`src/hw/pib_pkg.sv`:
```
// Purpose: constants and types for the peripheral interrupt enable bank
// Assumes: APB slave, 32-bit data, one aligned word per register
// Notes: all sources and flags share one bit layout
// Behaviour
// - Enable bit 6 lets the converter-done flag raise an interrupt, else masks it.
// - Enable bit 5 lets the serial receive flag raise an interrupt, else masks it.
// - Enable bit 4 lets the serial transmit flag raise an interrupt, else masks it.
// - Enable bit 1 lets the timer-two period match raise an interrupt, else masks it.
// - One flag bit per source is kept, at the same position as its enable bit.
// - A flag is set on its event whatever its enable or the global enable hold.
// - A peripheral interrupt reaches the core only while the group enable bit 6 is set.
// - The global enable bit 7 passes enabled interrupts to core_irq when one and blocks them when zero; irq ignores it.
package pib_pkg;

	typedef struct packed {
		logic slave_port;
		logic converter_done;
		logic serial_rx;
		logic serial_tx;
		logic sync_serial;
		logic capcomp_one;
		logic period_match;
		logic timer_one_ovf;
	} pib_src_type;

	typedef struct packed {
		logic global_irq_en;
		logic peripheral_group_irq_en;
	} pib_core_type;

	typedef enum logic [0:0] {
		PIB_IDLE = 1'b0,
		PIB_DONE = 1'b1
	} pib_apb_type;

	localparam int          PIB_ADDR_W     = 8;
	localparam logic [7:0]  PIB_OFF_CORE   = 8'h08;
	localparam logic [7:0]  PIB_OFF_FLAGS  = 8'h0c;
	localparam logic [7:0]  PIB_OFF_STAT   = 8'h10;
	localparam logic [7:0]  PIB_OFF_MASK   = 8'h14;
	localparam logic [7:0]  PIB_OFF_ENABLE = 8'h8c;
	localparam logic [7:0]  PIB_RST_ENABLE = 8'h00;
	localparam logic [7:0]  PIB_RST_FLAGS  = 8'h00;
	localparam logic [7:0]  PIB_RST_STAT   = 8'h00;
	localparam logic [7:0]  PIB_RST_MASK   = 8'h00;
	localparam logic [1:0]  PIB_RST_CORE   = 2'h0;
	localparam int          PIB_POS_GIE    = 7;
	localparam int          PIB_POS_PERIPHERAL_GROUP_IRQ_EN   = 6;
	localparam logic [7:0]  PIB_OTHER_MASK = 8'h8d;

endpackage

```
`src/hw/pib_bank.sv`:
```
// Purpose: peripheral interrupt enable, flag and core gating bank, APB slave
// Assumes: source events are one-cycle pulses from logic on clk
// Notes: status register is a read-cleared sticky copy of the source events
`timescale 1ns/1ps
module pib_bank #(
	parameter int ADDR_W = 8
) (
	input  logic                 clk,
	input  logic                 sys_rst,
	input  logic                 ce,
	input  logic                 psel,
	input  logic                 penable,
	input  logic                 pwrite,
	input  logic [ADDR_W-1:0]    paddr,
	input  logic [31:0]          pwdata,
	output logic [31:0]          prdata,
	output logic                 pready,
	output logic                 pslverr,
	input  pib_pkg::pib_src_type src_event,
	output logic                 core_irq,
	output logic                 irq
);
	import pib_pkg::*;

	if (ADDR_W < PIB_ADDR_W) begin : g_bad_addr
		$error("pib_bank: ADDR_W too small for the register map");
	end

	pib_apb_type  state;
	pib_apb_type  next_state;
	pib_src_type  enable;
	pib_src_type  next_enable;
	pib_src_type  flags;
	pib_src_type  next_flags;
	pib_src_type  status;
	pib_src_type  next_status;
	pib_src_type  mask;
	pib_src_type  next_mask;
	pib_core_type core;
	pib_core_type next_core;
	logic [31:0]  next_prdata;
	logic         next_pready;
	logic         next_pslverr;
	logic         next_core_irq;
	logic         next_irq;
	logic [7:0]   addr;
	logic         hit;
	logic         access;
	logic         wr;
	logic         rd;
	logic [7:0]   rd_mux;

	assign addr   = paddr[7:0];
	assign access = psel && penable && (state == PIB_DONE);
	assign wr     = access && pwrite;
	assign rd     = access && !pwrite;

	// Address decode and read mux
	always_comb begin
		hit    = 1'b1;
		rd_mux = 8'h00;
		case (addr)
			PIB_OFF_ENABLE: rd_mux = enable;
			PIB_OFF_FLAGS:  rd_mux = flags;
			PIB_OFF_STAT:   rd_mux = status;
			PIB_OFF_MASK:   rd_mux = mask;
			PIB_OFF_CORE:   rd_mux = {core, 6'h00};
			default:        hit    = 1'b0;
		endcase
		if (paddr != ADDR_W'(addr)) begin
			hit = 1'b0;
		end
	end

	// APB: one wait state, answer always at the second access cycle
	always_comb begin
		next_state   = state;
		next_pready  = 1'b0;
		next_prdata  = prdata;
		next_pslverr = 1'b0;
		case (state)
			PIB_IDLE: begin
				if (psel && penable) begin
					next_state   = PIB_DONE;
					next_pready  = 1'b1;
					next_pslverr = !hit;
					next_prdata  = hit ? {24'h000000, rd_mux} : 32'h00000000;
				end
			end
			PIB_DONE: begin
				next_state = PIB_IDLE;
			end
			default: begin
				next_state = PIB_IDLE;
			end
		endcase
	end

	// Register file; events win over a same-cycle write or read clear
	always_comb begin
		next_enable = enable;
		next_flags  = flags;
		next_status = status;
		next_mask   = mask;
		next_core   = core;
		if (wr && hit) begin
			case (addr)
				PIB_OFF_ENABLE: next_enable = pwdata[7:0];
				PIB_OFF_FLAGS:  next_flags  = pwdata[7:0];
				PIB_OFF_MASK:   next_mask   = pwdata[7:0];
				PIB_OFF_CORE:   next_core   = {pwdata[PIB_POS_GIE], pwdata[PIB_POS_PERIPHERAL_GROUP_IRQ_EN]};
				default:        next_core   = core;
			endcase
		end
		if (rd && hit && addr == PIB_OFF_STAT) begin
			next_status = PIB_RST_STAT;
		end
		// Flags latch with no regard to enables
		next_flags  = next_flags | src_event;
		next_status = next_status | src_event;
	end

	// Core gating: per-source enable, then group enable, then global enable
	always_comb begin
		next_core_irq = core.global_irq_en
			&& core.peripheral_group_irq_en
			&& ((flags & enable) != 8'h00);
		next_irq = (status & mask) != 8'h00;
	end

	always_ff @(posedge clk or posedge sys_rst) begin
		if (sys_rst) begin
			state    <= PIB_IDLE;
			enable   <= PIB_RST_ENABLE;
			flags    <= PIB_RST_FLAGS;
			status   <= PIB_RST_STAT;
			mask     <= PIB_RST_MASK;
			core     <= PIB_RST_CORE;
			prdata   <= 32'h00000000;
			pready   <= 1'b0;
			pslverr  <= 1'b0;
			core_irq <= 1'b0;
			irq      <= 1'b0;
		end else if (ce) begin
			state    <= next_state;
			enable   <= next_enable;
			flags    <= next_flags;
			status   <= next_status;
			mask     <= next_mask;
			core     <= next_core;
			prdata   <= next_prdata;
			pready   <= next_pready;
			pslverr  <= next_pslverr;
			core_irq <= next_core_irq;
			irq      <= next_irq;
		end
	end

	logic gate;
	assign gate = core.global_irq_en && core.peripheral_group_irq_en;
endmodule

```
`config.mk`:
```
export PLATFORM = sky130hd
export DESIGN_NAME = pib_bank
export DESIGN_NICKNAME = d
export VERILOG_FILES = /design/src/hw/pib_pkg.sv /design/src/hw/pib_bank.sv
export SDC_FILE = /design/constraint.sdc
export NUM_CORES = 1
export LEC_CHECK = 0
export ABC_AREA = 0
export ABC_CLOCK_PERIOD_IN_PS = 1300
export BUFFER_PORTS_ARGS = -buffer_cell sky130_fd_sc_hd__buf_4
export CAP_MARGIN = 40
export CELL_PAD_IN_SITES_DETAIL_PLACEMENT = 2
export CELL_PAD_IN_SITES_GLOBAL_PLACEMENT = 2
export CORE_ASPECT_RATIO = 1.5
export CORE_MARGIN = 1
export CORE_UTILIZATION = 27
export DETAILED_ROUTE_END_ITERATION = 10
export GPL_TIMING_DRIVEN = 0
export PLACE_DENSITY = 0.84
export SYNTH_ARGS = -nofsm -noshare
export SYNTH_HDL_FRONTEND = slang
export SYNTH_SLANG_ARGS = --single-unit
```
`constraint.sdc`:
```
create_clock -name clk -period 1.3 [get_ports clk]
set_input_delay 0.065 -clock clk [delete_from_list [all_inputs] [get_ports clk]]
set_output_delay 0.065 -clock clk [all_outputs]
set_load 0.05 [all_outputs]
```
Word-level counts from Yosys, hierarchy flattened
Cells that the tools add are included.
Word-level totals
  register bits: 71
  output and inout port bits: 36
  logic and storage cells: 79
Operators by class
  eq/ne operators: 5
  muxes and demuxes: 11
  bitwise logic cells: 5
  reduce and logical (&&, ||, !) cells: 18
Operators with widths (number)
  8-bit one-hot mux with 5 select lines: 1
  8-bit 2-to-1 mux: 4
  8-bit AND: 2
  8-bit by 4-bit equality test with 1-bit output, second input constant: 2
  8-bit by 5-bit equality test with 1-bit output, second input constant: 2
  8-bit bitwise OR: 2
  8-bit nonzero test: 2
  3-bit AND reduction: 4
  1-bit logical AND: 9
  8-bit equality test, second input constant: 1
  1-bit 2-to-1 mux: 5
  5-bit OR reduction: 1
  1-bit zero test: 2
  1-bit one-hot mux with 2 select lines: 1
  1-bit NOT: 1

Depth between registers and ports, before layout
  depth in word-level cells: 7
  gate-level depth with buffers: 6

Worst setup path after synthesis
No wires, ideal clock.
  path type: reg-to-reg
  start point: reg, netlist name pready
  end point: reg mask[0] in the netlist's numbering
  data arrival time: 1.671 ns
  required time: 1.175 ns
  path slack: -0.495 ns
  cell stages (with the launch flop): 6
  path buffers: 1
  path through: dfrtp_1 -> inv_1 -> nor2_1 -> and4_1 -> buf_2 -> mux2_2
RTL lines
  end signal: assignment: line pib_bank.sv:149  | mask <= next_mask;
  end: declaration: line pib_bank.sv:37  | pib_src_type mask;

Worst setup path after layout
  start point: in paddr[1]
  end point: reg flags[6] in the netlist's numbering
Between the ends
  longest elaborated chain between the ends: 6
  elaborated cells on any way between the ends: 11
  classes of those cells: eq/ne: 5; mux: 3; bitwise: 1; reduce/logical: 2
Ends and longest elaborated chain
  start: declaration: line pib_bank.sv:14  | input logic [ADDR_W-1:0] paddr,
  8-bit by 5-bit equality test with 1-bit output, or another cell as far along: line pib_bank.sv:62  | case (addr)
  5-bit OR reduction (no source line)
  1-bit 2-to-1 mux: line pib_bank.sv:62
  1-bit logical AND: line pib_bank.sv:106  | if (wr && hit) begin
  8-bit 2-to-1 mux *: line pib_bank.sv:106
  8-bit bitwise OR *: line pib_bank.sv:119  | next_flags = next_flags | src_event;
  end signal: assignment: line pib_bank.sv:147  | flags <= next_flags;
  end: declaration: line pib_bank.sv:33  | pib_src_type flags;
Every way passes the cells marked *; elsewhere a longest branch is shown, timed or not.
A chain may end at the register's enable or synchronous reset.

==> results.py <==
metrics = {
    "placed_design": {
        "pre_cts_ws_ps": -719,
        "gp_congestion": 0.804,
        "post-dp-hpwl_um": 5260,
        "io_buffers": 40,
    },
    "layout": {
        "utilization_pct": 39.9,
        "antenna_cells": 0,
        "drive_gt1_share_pct": 44.5,
        "final_common_cell": "buf_4",
        "fin_nets": 355,
        "final_cell_mix": "buf_4, dfrtp_1, nand2_1, conb_1, mux2_2",
        "area_growth_pct": 41.2,
        "fill_cells": 944,
    },
    "clock_tree": {
        "path_clk_slew_ps": 60,
        "tritoncts": "done",
        "worstSkewPairLatency_ps": 290,
        "cts_sinks": 46,
        "cts_inserted_buffers": 5,
        "root_buffer": "clkbuf_16",
        "cts_buffer_depth": 2,
        "cts_max_level": 2,
    },
    "logic_synthesis": {
        "seq_area_frac_synth_pct": 47.9,
        "ys_warn_count": 0,
        "synth.cell_area_sq_um": 2400,
        "postSynthCellCount": 215,
        "netlist.area_leader.share_pct": 47.9,
        "synth-seq-cells": 46,
        "syn-mean-instance-area_sq_um": 11.2,
        "synthTopCellsByArea": "dfrtp_1, mux2_2, buf_4",
        "netlist-cell-type-count": 34,
        "yosysTopAreaCell": "dfrtp_1",
    },
    "routing": {
        "drc_errors": 0,
        "vias": 2009,
        "firstDrtPassIters": 4,
        "wl_per_cell_um": 20.2,
        "drt_iter0_drc": 111,
        "postRouteAntennaNets": 0,
        "drt_wl_total_um": 8240,
        "via_per_inst": 4.92,
    },
    "floorplanning": {
        "die_w_um": 79.1,
        "pin_count": 90,
        "rows": 41,
        "dieArea_sq_um": 9300,
        "core_sq_um": 8520,
        "die_y_um": 118,
        "initial_core_util_pct": 28.2,
    },
    "sta": {
        "finalMaxSlewViolations": 0,
        "worstMarginPinSlew_ps": 653,
        "max_freq_ghz": 0.618,
        "fin_ws_ps": -319,
        "setup_viol": 43,
        "fin_crit_sh_pct": 125,
        "min_period_ps": 1620,
        "rsz0062_at_grt": "yes",
        "relSlewSlack_pct": 56.5,
        "finClkSkew_ps": 7.44,
        "finalHoldViolCount": 0,
    },
    "hold_path": {
        "hold-path-cell-count": 3,
        "hold_class": "in -> reg",
    },
    "global_routing": {
        "grt_util_met2_pct": 35.7,
        "grtUsageTotal_pct": 18.8,
        "grt_pass1_wl_um": 12800,
        "grt_overflow_total": 0,
        "grt_max_degree": 26,
        "met3_usage_pct": 4.19,
        "grtUsageMet1_pct": 18.6,
        "grt_busiest_layer": "met2",
        "antenna_found_initial": 0,
        "grt_pass1_vias": 2281,
    },
    "worst_setup_path": {
        "cpMaxStageDelayCell": "or4_4",
        "critPathArrivalTime_ps": 1790,
        "reg2reg_depth": 5,
        "cp_cell_sequence": "buf_6, or4_4, buf_8, or4_4, buf_12, mux2i_2, nand2_1",
        "cp.required_ps": 1480,
        "crit_type": "in -> reg",
        "endpoint_kind": "flip-flop",
        "critPathMaxStageDelay_ps": 570,
        "startpoint_type": "primary input",
        "cpMostUsedCell": "or4_4",
        "crit_fanout": 8,
    },
    "power": {
        "power.static_leakage_nw": 1.65,
        "p_per_area_nw_per_um2": 949,
        "vdd_ir_drop_max_v": 0.000455,
    },
    "run_status": {
        "status": "finished, violations left",
        "violations": "negative setup slack",
    },
    "run": {
        "maxCapViolCount": 0,
    },
}
[critical path: cells and delay by family]
family | cells | cell delay [ps]
buf+inv | 3 | 420
mux | 1 | 170
simple gates | 3 | 1140
[synthesized netlist by cell type]
cell,instances
o21bai_1,1
mux2_2,26
buf_2,2
clkbuf_1,5
mux2i_1,8
nand2_1,24
nor2_4,1
a222oi_1,2
nand3_2,1
buf_4,24
nor4b_1,1
inv_1,11
nor4b_2,1
mux2_1,2
a22o_1,10
a221oi_1,8
dfrtp_1,46
a31oi_1,1
a22oi_1,4
nor4b_4,1
conb_1,1
nand4b_1,2
o32ai_1,1
nand4_1,3
nand4bb_1,1
and4_1,1
buf_6,2
nand3_1,2
nor2_1,3
or4_4,2
nor3_1,6
o21ai_0,10
nand2b_1,1
nor2b_1,1
[state kept, by name, indices dropped and copies added, names as in the netlist]
| register | flops |
|---|---|
| flags | 8 |
| irq | 1 |
| core | 2 |
| enable | 8 |
| core_irq | 1 |
| pready | 1 |
| status | 8 |
| pslverr | 1 |
| prdata | 8 |
| mask | 8 |
[per-layer routing]
layer / wire length, um / up-vias
met5: 0 / -
met1: 3070 / 1026
met2: 4630 / 66
met4: 223 / 0
met3: 311 / 16
li1: - / 901
[cell families after synthesis]
logic type	after synthesis	synth area share (%)
buf+inv	44	11.3
mux	36	16.4
flops	46	47.9
compound gates	37	11.7
simple gates	51	12.5
other cells	1	0.156
[timing repair]
action,in CTS,in global routing
buffers inserted,5,4
pin swaps,8,17
hold endpoints to repair,25,0
gates resized for setup,19,15
gates cloned,1,0
setup endpoints to repair,44,44
hold buffers,5,0
[layout make-up]
type	instances	area (sq um)	area share, %
flip-flops and latches	46	1150	33.9
clock buffers	5	125	3.69
repair buffers	56	477	14.0
well taps	107	134	3.94
plain buffers	33	265	7.81
inverters	11	41.3	1.22
clock inverters	2	10.0	0.295
multi-input cells	148	1190	35.1
[final timing paths]
check / startpoint / to / slack (ps)
setup / recovery: paddr[1] / flags[6] / -320
hold / removal: src_event[7] / flags[7] / 8
setup reg to reg: pready / flags[6] / -280
hold reg to reg: prdata[1] / prdata[1] / 490
max in group asynchronous: sys_rst / pready / 410
min in group asynchronous: sys_rst / status[2] / 360
[report_power, final]
group          switching [mW]  internal, mW  total (mW)
Combinational           0.340         0.189       0.529
Clock                   0.548         0.695        1.24
Sequential            0.00828          1.44        1.45
Total                   0.896          2.33        3.22
[through the flow]
step                std cells  area, sq um  setup TNS [ps]  hold slack (ps)  total power, mW
floorplan                 238         2540          -10530              182             1.81
CTS                       404         3310           -8390             10.1             3.22
global placement          385         2970          -45210              278             1.94
global route              408         3390          -10610             15.7             3.34
detailed placement        386         2990          -24110              131             1.96
finish                    408         3390           -8540             7.82             3.22
Note: power is estimated with default switching activity, not from simulation.
